--- src/mxb_pkg.sv ---
/*
  mxb_pkg: shared constants and carrier types for the multiplexed external
  memory bus master. Assumes a single 40 MHz clock and no software registers.
*/
package mxb_pkg;
  localparam int unsigned ADDR_W          = 16;
  localparam int unsigned DATA_W          = 8;
  localparam int unsigned WAIT_W          = 4;
  localparam logic [15:0] VEC_LO_ADDR     = 16'h0000;
  localparam logic [15:0] VEC_HI_ADDR     = 16'h0001;
  localparam logic [15:0] ONCHIP_RAM_TOP  = 16'h00ff;
  localparam int unsigned AS_PHASE_CYC    = 1;
  localparam int unsigned DS_PHASE_CYC    = 1;
  localparam logic [3:0]  WAIT_RST        = 4'h0;

  typedef enum logic [2:0] {
    mxb_idle_st  = 3'b000,
    mxb_addr_st  = 3'b001,
    mxb_setup_st = 3'b011,
    mxb_data_st  = 3'b010,
    mxb_wait_st  = 3'b110,
    mxb_end_st   = 3'b100,
    mxb_hand_st  = 3'b101
  } mxb_state_e;

  typedef struct packed {
    logic              valid;
    logic              write;
    logic              program_space;
    logic [ADDR_W-1:0] addr;
    logic [DATA_W-1:0] wdata;
  } mxb_req_s;

  typedef struct packed {
    logic              addr_strobe_n;
    logic              data_strobe_n;
    logic              read_write;
    logic              prog_data_sel;
    logic [DATA_W-1:0] muxed_addr_data;
    logic [DATA_W-1:0] addr_high;
    logic              muxed_oe;
    logic              ctrl_oe;
  } mxb_pins_s;
endpackage

--- src/mxb_wait_cnt.sv ---
/*
  mxb_wait_cnt: counts programmed wait cycles plus external wait cycles.
  Assumes the wait input is synchronous and active low.
*/
`timescale 1ns/1ps
module mxb_wait_cnt #(
  parameter int unsigned WIDTH = mxb_pkg::WAIT_W
) (
  // clock and reset
  input  wire logic             clock,
  input  wire logic             reset,
  // control
  input  wire logic             load,
  input  wire logic [WIDTH-1:0] prog_waits,
  input  wire logic             ext_wait_n,
  input  wire logic             active,
  // status
  output logic                  done
);
  if (WIDTH < 1 || WIDTH > 8) begin : g_bad_width
    $error("mxb_wait_cnt: WIDTH out of range");
  end

  typedef struct packed {
    logic [WIDTH-1:0] left;
  } mxb_wc_s;

  mxb_wc_s st_r;
  mxb_wc_s st_nxt;

  always_comb begin
    st_nxt = st_r;
    if (load) begin
      st_nxt.left = prog_waits;
    end else if (active && st_r.left != '0 && ext_wait_n) begin
      st_nxt.left = st_r.left - 1'b1;
    end
  end

  // wait low freezes the programmed count, so the two kinds of wait add up
  assign done = active && st_r.left == '0 && ext_wait_n;

  always_ff @(posedge clock or posedge reset) begin
    if (reset) begin
      st_r <= '0;
    end else begin
      st_r <= st_nxt;
    end
  end
endmodule

--- src/mxb_master.sv ---
/*
  mxb_master: master end of an 8-bit multiplexed address/data external memory
  bus with upper address byte, strobes, direction line, wait stretching, bus
  hand-over and the reset vector fetch. Assumes synchronous pin inputs, one
  40 MHz clock, and a core that holds a request until it sees done.
  The pins struct carries output values and two enables; the pad ring
  turns a low enable into high impedance. Read data comes back on a
  separate input, already resolved from the shared lines.
*/
`timescale 1ns/1ps
// How it works
// - address strobe pulses low once at the start of each external cycle.
// - address, direction and space select are valid before address strobe rises.
// - a float control tri-states strobes, direction line and both address ports.
// - write data is driven on the shared lines before data strobe falls.
// - data strobe stays high through cycles that hit on-chip data memory.
// - direction line is low only for writes, high otherwise.
// - after reset the start address is fetched from locations 00h and 01h.
// - eight shared lines carry low address, then data.
// - shared line n carries address bit n, then data bit n.
// - each cycle is stretched by programmed plus external wait cycles.
// - bus request gets grant and release; withdrawal ends grant and redrives.
module mxb_master #(
  parameter int unsigned WAIT_W = mxb_pkg::WAIT_W
) (
  // clock and reset
  input  wire logic                       clock,
  input  wire logic                       reset,
  // core request side
  input  wire mxb_pkg::mxb_req_s          req,
  output logic                            done,
  output logic [mxb_pkg::DATA_W-1:0]      rdata,
  output logic                            start_valid,
  output logic [mxb_pkg::ADDR_W-1:0]      start_addr,
  // configuration
  input  wire logic [WAIT_W-1:0]          prog_waits,
  input  wire logic                       bus_float,
  // external bus pins
  output mxb_pkg::mxb_pins_s              pins,
  input  wire logic [mxb_pkg::DATA_W-1:0] muxed_addr_data_in,
  input  wire logic                       ext_wait_n,
  input  wire logic                       ext_bus_request_n,
  output logic                            ext_bus_grant_n
);
  // the wait counter is at most one byte wide
  if (WAIT_W < 1 || WAIT_W > 8) begin : g_bad_wait_w
    $error("mxb_master: WAIT_W out of range");
  end
  // the address leaves as two bytes: low on the shared lines, high on port 1
  if (mxb_pkg::ADDR_W != 2 * mxb_pkg::DATA_W) begin : g_bad_split
    $error("mxb_master: address must be two data bytes");
  end

  typedef struct packed {
    mxb_pkg::mxb_state_e         state;
    mxb_pkg::mxb_req_s           cur;
    logic                        internal;
    logic                        vec_phase;
    logic                        vec_busy;
    logic [mxb_pkg::ADDR_W-1:0]  vec;
    logic                        start_valid;
    logic [mxb_pkg::DATA_W-1:0]  rdata;
    logic                        done;
    logic                        granted;
    mxb_pkg::mxb_pins_s          pins;
  } mxb_st_s;

  mxb_st_s st_r;
  mxb_st_s st_nxt;
  logic    wait_load;
  logic    wait_active;
  logic    wait_done;
  logic    [mxb_pkg::DATA_W-1:0] wr_bits;

  // reads keep the shared-line register low so no stale write data lingers
  for (genvar b = 0; b < mxb_pkg::DATA_W; b++) begin : g_wr_line
    assign wr_bits[b] = st_r.cur.write && st_r.cur.wdata[b];
  end

  mxb_wait_cnt #(.WIDTH(WAIT_W)) u_wait (
    .clock      (clock),
    .reset      (reset),
    .load       (wait_load),
    .prog_waits (prog_waits),
    .ext_wait_n (ext_wait_n),
    .active     (wait_active),
    .done       (wait_done)
  );

  assign wait_load   = st_r.state == mxb_pkg::mxb_addr_st;
  assign wait_active = st_r.state == mxb_pkg::mxb_wait_st;

  always_comb begin
    mxb_pkg::mxb_req_s pick;
    pick   = req;
    st_nxt = st_r;
    // done is a single-cycle pulse
    st_nxt.done = 1'b0;
    // the vector fetch takes the place of any core request until both bytes are in
    if (st_r.vec_busy) begin
      pick.valid         = 1'b1;
      pick.write         = 1'b0;
      pick.program_space = 1'b1;
      pick.addr          = st_r.vec_phase ? mxb_pkg::VEC_LO_ADDR : mxb_pkg::VEC_HI_ADDR;
      pick.wdata         = '0;
    end

    unique case (st_r.state)
      mxb_pkg::mxb_idle_st: begin
        st_nxt.pins.addr_strobe_n = 1'b1;
        st_nxt.pins.data_strobe_n = 1'b1;
        st_nxt.pins.read_write    = 1'b1;
        if (!ext_bus_request_n) begin
          st_nxt.state   = mxb_pkg::mxb_hand_st;
          st_nxt.granted = 1'b1;
        end else if (pick.valid && !(req.valid && st_r.done)) begin
          // a request still up beside done is the one just served, hence the skip
          st_nxt.cur      = pick;
          st_nxt.internal = !pick.program_space && pick.addr <= mxb_pkg::ONCHIP_RAM_TOP;
          st_nxt.state    = mxb_pkg::mxb_addr_st;
          st_nxt.pins.addr_strobe_n   = 1'b0;
          st_nxt.pins.muxed_addr_data = pick.addr[7:0];
          st_nxt.pins.addr_high       = pick.addr[15:8];
          st_nxt.pins.read_write      = !pick.write;
          st_nxt.pins.prog_data_sel   = pick.program_space;
          st_nxt.pins.muxed_oe        = 1'b1;
        end
      end

      mxb_pkg::mxb_addr_st: begin
        // strobe rises with address, direction and space held steady
        st_nxt.pins.addr_strobe_n = 1'b1;
        st_nxt.state = mxb_pkg::mxb_setup_st;
      end

      mxb_pkg::mxb_setup_st: begin
        // write data goes out one cycle before the data strobe falls
        st_nxt.pins.muxed_addr_data = wr_bits;
        st_nxt.pins.muxed_oe        = st_r.cur.write;
        st_nxt.state = mxb_pkg::mxb_data_st;
      end

      mxb_pkg::mxb_data_st: begin
        // on-chip data cycles keep the strobe idle so outside memory never answers
        st_nxt.pins.data_strobe_n = st_r.internal;
        st_nxt.state = mxb_pkg::mxb_wait_st;
      end

      mxb_pkg::mxb_wait_st: begin
        // held here while programmed or external waits remain
        if (wait_done) begin
          st_nxt.pins.data_strobe_n = 1'b1;
          st_nxt.state = mxb_pkg::mxb_end_st;
          // read data taken on the strobe's rising edge
          if (!st_r.cur.write) begin
            st_nxt.rdata = muxed_addr_data_in;
          end
        end
      end

      mxb_pkg::mxb_end_st: begin
        // shared lines let go one cycle after the strobe rises, giving write hold time
        st_nxt.pins.muxed_oe   = 1'b0;
        st_nxt.pins.read_write = 1'b1;
        st_nxt.state = mxb_pkg::mxb_idle_st;
        if (st_r.vec_busy) begin
          if (st_r.vec_phase) begin
            st_nxt.vec[7:0]    = st_r.rdata;
            st_nxt.vec_busy    = 1'b0;
            st_nxt.start_valid = 1'b1;
          end else begin
            st_nxt.vec[15:8]   = st_r.rdata;
            st_nxt.vec_phase   = 1'b1;
          end
        end else begin
          st_nxt.done = 1'b1;
        end
      end

      mxb_pkg::mxb_hand_st: begin
        // every memory pin stays released until the request is withdrawn
        if (ext_bus_request_n) begin
          st_nxt.granted = 1'b0;
          st_nxt.state   = mxb_pkg::mxb_idle_st;
        end
      end
      default: st_nxt.state = mxb_pkg::mxb_idle_st;
    endcase
    // float may land mid-cycle; the cycle still runs so the core is never left hanging
    // float and hand-over release every memory pin together
    st_nxt.pins.ctrl_oe = !bus_float && !st_nxt.granted;
    if (!st_nxt.pins.ctrl_oe) begin
      st_nxt.pins.muxed_oe = 1'b0;
    end
  end

  // one register for the whole state struct; the outputs below are wires to it
  always_ff @(posedge clock or posedge reset) begin
    if (reset) begin
      st_r             <= '0;
      st_r.state       <= mxb_pkg::mxb_idle_st;
      // the start address is owed from the first cycle after reset
      st_r.vec_busy    <= 1'b1;
      st_r.pins        <= '0;
      st_r.pins.addr_strobe_n <= 1'b1;
      st_r.pins.data_strobe_n <= 1'b1;
      st_r.pins.read_write    <= 1'b1;
    end else begin
      st_r <= st_nxt;
    end
  end

  // every output comes straight from a flip-flop
  assign pins            = st_r.pins;
  assign done            = st_r.done;
  assign rdata           = st_r.rdata;
  assign start_valid     = st_r.start_valid;
  assign start_addr      = st_r.vec;
  assign ext_bus_grant_n = !st_r.granted;
endmodule

--- config.mk ---
export PLATFORM = sky130hd
export DESIGN_NAME = mxb_master
export DESIGN_NICKNAME = d
export VERILOG_FILES = /design/src/mxb_pkg.sv /design/src/mxb_wait_cnt.sv /design/src/mxb_master.sv
export SDC_FILE = /design/constraint.sdc
export NUM_CORES = 1
export LEC_CHECK = 0
export BUFFER_PORTS_ARGS = -buffer_cell sky130_fd_sc_hd__buf_4
export CAP_MARGIN = 20
export CORE_MARGIN = 4
export CORE_UTILIZATION = 30
export CTS_CLUSTER_DIAMETER = 60
export DETAILED_ROUTE_END_ITERATION = 12
export PLACE_DENSITY = 0.58
export SLEW_MARGIN = 10
export SYNTH_ARGS = -nofsm -noshare
export SYNTH_HDL_FRONTEND = slang
export SYNTH_SLANG_ARGS = --single-unit
--- constraint.sdc ---
create_clock -name clock -period 2.4 [get_ports clock]
set_input_delay 0.36 -clock clock [delete_from_list [all_inputs] [get_ports clock]]
set_output_delay 0.36 -clock clock [all_outputs]
set_load 0.03 [all_outputs]
## Yosys cells after proc, flatten, opt, wreduce, memory -nomap -nowiden

Cells that the tools add are included.

| word-level totals | value |
|---|---|
| register bits after elaboration | 85 |
| input port bits | 44 |
| output and inout port bits | 49 |
| logic and storage cells | 109 |

| cells by class | value |
|---|---|
| add/sub/neg operators | 1 |
| magnitude comparators | 1 |
| equality and inequality tests | 14 |
| multiplexer cells | 29 |
| bitwise operators | 2 |
| reduce and logical (&&, ||, !) cells | 39 |

Operators with widths:

| kind | number |
|---|---|
| $mux W19 | 2 |
| $mux W31 | 1 |
| $mux W27 | 1 |
| $reduce_and A3 Y1 | 7 |
| $mux W18 | 1 |
| $pmux W3 S6 | 1 |
| $le A16 B8 Y1 const B | 1 |
| $logic_and A1 B1 Y1 | 16 |
| $pmux W8 S2 | 1 |
| $mux W1 | 10 |
| $eq A3 B3 Y1 const B | 3 |
| $mux W3 | 3 |
| $mux W9 | 1 |
| $ne A3 B3 Y1 const B | 3 |
| $mux W4 | 2 |
| $mux W8 | 1 |
| $ne A2 B2 Y1 const B | 4 |
| $reduce_bool A2 Y1 | 4 |
| $eq A3 B2 Y1 const B | 2 |
| $logic_not A1 Y1 | 6 |
| $pmux W1 S2 | 3 |
| $pmux W1 S3 | 2 |
| $logic_not A4 Y1 | 1 |
| $ne A4 B1 Y1 const B | 1 |
| other kinds (7) | 9 |

## Logic depth before layout (Yosys ltp)

| depth | value |
|---|---|
| depth in word-level cells | 7 |
| depth in mapped cells | 6 |
| depth with buffers taken out | 6 |

## Hierarchy

Synthesis repeated with hierarchy kept, for this count alone.

| unflattened totals | value |
|---|---|
| cell total of the unflattened synthesis | 317 |
| area total of the unflattened synthesis | 3,283.1 µm² |

By module, submodules not included:

| module | instances | cells an instance | area an instance (µm²) | sequential area each (µm²) |
|---|---|---|---|---|
| mxb_master | 1 | 285 | 3,017.9 | 1,606.5 |
| mxb_wait_cnt | 1 | 32 | 265.3 | 100.1 |

## Least setup slack after synthesis

Ideal clock, no wire load.

| path | value |
|---|---|
| path type | register -> register |
| start point | register u_wait.st_r[0] (netlist bit) |
| end point | register st_r, in the netlist rdata[0] |
| setup time | 0.128 ns |
| data arrival time | 1.568 ns |
| data required time | 2.272 ns |
| path slack | 0.704 ns |
| cell stages (with the launch flop) | 7 |
| path buffers | 0 |
| clock period less this slack | 1.696 ns |
| cells stage by stage | dfrtp_1 > inv_1 > ha_1 > nor3b_1 > nand2_1 > nor2_4 > mux2_1 |

| between the ends | value |
|---|---|
| longest elaborated chain between the ends | 4 |

RTL lines:

| what | line | text |
|---|---|---|
| start, declared | mxb_wait_cnt.sv:28 | `mxb_wc_s st_r;` |
| start signal, assigned | mxb_wait_cnt.sv:47 | `st_r <= st_nxt;` |
| $logic_not A4 Y1 | mxb_wait_cnt.sv:41 | `assign done = active && st_r.left == '0 && ext_wait_n;` |
| $logic_and A1 B1 Y1 (2 in a row) | mxb_wait_cnt.sv:41 |  |
| $reduce_and A3 Y1 (no source line) | - |  |
| end signal, assigned | mxb_master.sv:209 | `st_r <= st_nxt;` |
| end, declared | mxb_master.sv:68 | `mxb_st_s st_r;` |

Every way passes these cells.
A chain may end at the register's enable or synchronous reset.

## Worst setup path in the final report

| path | value |
|---|---|
| start point | register u_wait.st_r[0] (netlist bit) |
| end point | register st_r, in the netlist rdata[7] |

The elaborated chain is that of the path after synthesis.

==> results.json <==
{
  "cts_buffer_depth": 2,
  "multi_input_area_um2": 1090,
  "totalPowerFinal_mw": 4.41,
  "syn_to_final_growth_pct": 22.6,
  "synth.most_common_cell": "dfrtp_1",
  "dieWidth_um": 112,
  "drtPass1Iterations": 4,
  "grt_use_total_pct": 11.6,
  "cap_viol_max_count": 0,
  "cts_made_buffers": 9,
  "syn_nets": 331,
  "synth_top_area_share_pct": 49.7,
  "synth_top_area_cell": "dfrtp_1",
  "wl_um": 7110,
  "avgRoutedWirePerCell_um": 14.9,
  "antenna_left": 0,
  "drc": 0,
  "ys_warn_count": 0,
  "status": "finished clean",
  "worstSetupStartpointType": "flop",
  "critical_path_required_ps": 2620,
  "initial_core_util_pct": 31.1,
  "clkTransAtPathRegs_ps": 80,
  "skew_ps": 6.93,
  "fin_area_um2": 3950,
  "regArea_um2": 1710,
  "hpwl_um": 5210,
  "ir_drop_uv": 360,
  "rows": 37,
  "period_share_pct": 82.2,
  "cts_root_buf": "clkbuf_8",
  "relSlewSlack_pct": 61.0,
  "whs_ps": 78.7,
  "fill_cells": 1052,
  "end_kind": "flop",
  "syn_inst": 285,
  "slowest_delay_ps": 410,
  "clk_latency_ps": 340,
  "gp_congestion": 0.768,
  "grt_pass1_wl_um": 11500,
  "cp_max_fo": 8,
  "synth_edf_count": 0,
  "critical-path-top-delay-family": "simple AND/OR/NAND/NOR gates",
  "drt_iter0_drc": 134,
  "nets": 381,
  "timing.fmax_mhz": 507,
  "synth_area_leaders": "dfrtp_1 50%, buf_4 11%, mux2_1 5.2%",
  "synthesis.area_um2": 3220,
  "place_area_um2": 3720,
  "cts_resized": 0,
  "postCtsHoldBufs": 0,
  "io_pins": 93,
  "dieArea_um2": 12500,
  "critPathKind": "reg -> reg",
  "synth_async_sr_flop_share_pct": 100,
  "die-height_um": 112,
  "cts_tree": "done",
  "power.leakage_nw": 1.95,
  "finalHoldViolCount": 0,
  "max_slew.worst_pin.slew_ps": 583,
  "setup_violations": 0,
  "postLayoutCoreUtil_pct": 38.1,
  "path_cells": "inv_1 > ha_1 > nor3b_1 > nand2_1 > nor2_4 > mux2_1",
  "arrival_ps": 2190,
  "num_antenna_cells": 0,
  "vias_per_cell": 4.54,
  "hp-class": "in -> async",
  "synthTopCellsByCount": "64 x dfrtp_1, 47 x buf_4, 24 x nand2_1, 15 x mux2_1",
  "cts-htree-levels": 3,
  "post_cts_buffers": 0,
  "rsz0062_at_grt": "false",
  "vias": 2160,
  "crit_slowest_cell": "dfrtp_1",
  "fin_crit_ps": 1970,
  "first_global_vias": 2170,
  "cts.sinks": 68,
  "antenna_found_initial": 0,
  "yosysSeqAreaShare_pct": 53.0,
  "avgSynthCellArea_um2": 11.3,
  "grt-ovfl-total": 0,
  "drive_gt1_share_pct": 39.7,
  "portBuffers": 92,
  "synthFlopType": "dfrtp_1",
  "synth.distinct_cells": 44,
  "maxSlewViolCount": 0,
  "ys_ff_latch": 68,
  "coreArea_um2": 10400,
  "pwr_density_cell_nw_per_um2": 1120,
  "crit_buf_inv": 1,
  "tns_ps": 0,
  "grt_start_max_net_pins": 44
}
worst reg2reg max path, stage by stage (launching register included):
cell and delay, ps:
dfrtp_1 410, inv_1 90, ha_1 140, nor3b_1 360
nand2_1 210, nor2_4 290, mux2_1 370
state kept, by name (all words and copies together) (netlist names):
signal and cells:
start_valid 1, start_addr 16, pins 14, u_wait.st_r 4, rdata 8, done 1, st_r 24
layout make-up:
class	count	share of cell area, %
Sequential cell	68	43.2
Multi-Input combinational cell	154	27.6
Timing Repair Buffer	96	18.6
Tap cell	136	4.31
Clock buffer	9	3.14
Clock inverter	7	2.57
Inverter	6	0.571
cells in the final DEF (no fill, tap or decap), drive strengths merged, types with 7 or more instances in the layout:
cell / count
o21ai: 17
a22o: 14
mux2: 26
a22oi: 7
dfrtp: 64
buf: 96
clkbuf: 9
a21oi: 7
nand2: 24
nor2: 17
where the power goes:
group          switching, mW  internal (mW)  total, mW
registers              0.327           1.50       1.83
clock network          0.459          0.590       1.05
logic                  0.867          0.668       1.54
per-layer routing:
metal  global-route usage [%]  wire [um]  up-vias  share of wire, %
met5                        0          0        -                 0
met4                     4.62         57        0              0.80
met3                     3.32        426        5               6.0
met2                     16.9       3300       63                46
met1                     16.3       3320     1038                47
li1                         -          -     1054                 -
final timing paths:
path / end / cells past startpoint / from / slack (ps)
worst max-delay path: rdata[7]$_DFFE_PP0P_ / 6 / u_wait.st_r[0]$_DFFE_PP0P_ / 430
worst min-delay path: start_addr[2]$_DFFE_PP0P_ / 2 / reset / 80
worst max register to register: rdata[7]$_DFFE_PP0P_ / 6 / u_wait.st_r[0]$_DFFE_PP0P_ / 430
worst min register to register: start_valid$_DFFE_PP0P_ / 1 / start_valid$_DFFE_PP0P_ / 480
max in group asynchronous: pins[21]$_DFFE_PP1P_ / 3 / reset / 1630
min in group clock: pins[19]$_DFFE_PP1P_ / 2 / req[25] / 160
cells by family (layout without fill, tap and decap cells):
kind of cell,Yosys count,count (layout),synth area share (%)
fa+ha+maj,2,2,0.777
mux,28,28,9.71
compound gates,53,53,11.3
buf+inv,63,118,13.2
xor+xnor,2,2,0.544
simple gates,69,69,11.5
flops,68,68,53.0
through the flow:
step / setup WS, ps / std cells
finish: 427 / 476
global route: 227 / 476
CTS: 406 / 476
detailed placement: 439 / 460
global placement: 510 / 460
floorplan: 335 / 285
Note: power is estimated with default switching activity, not from simulation.
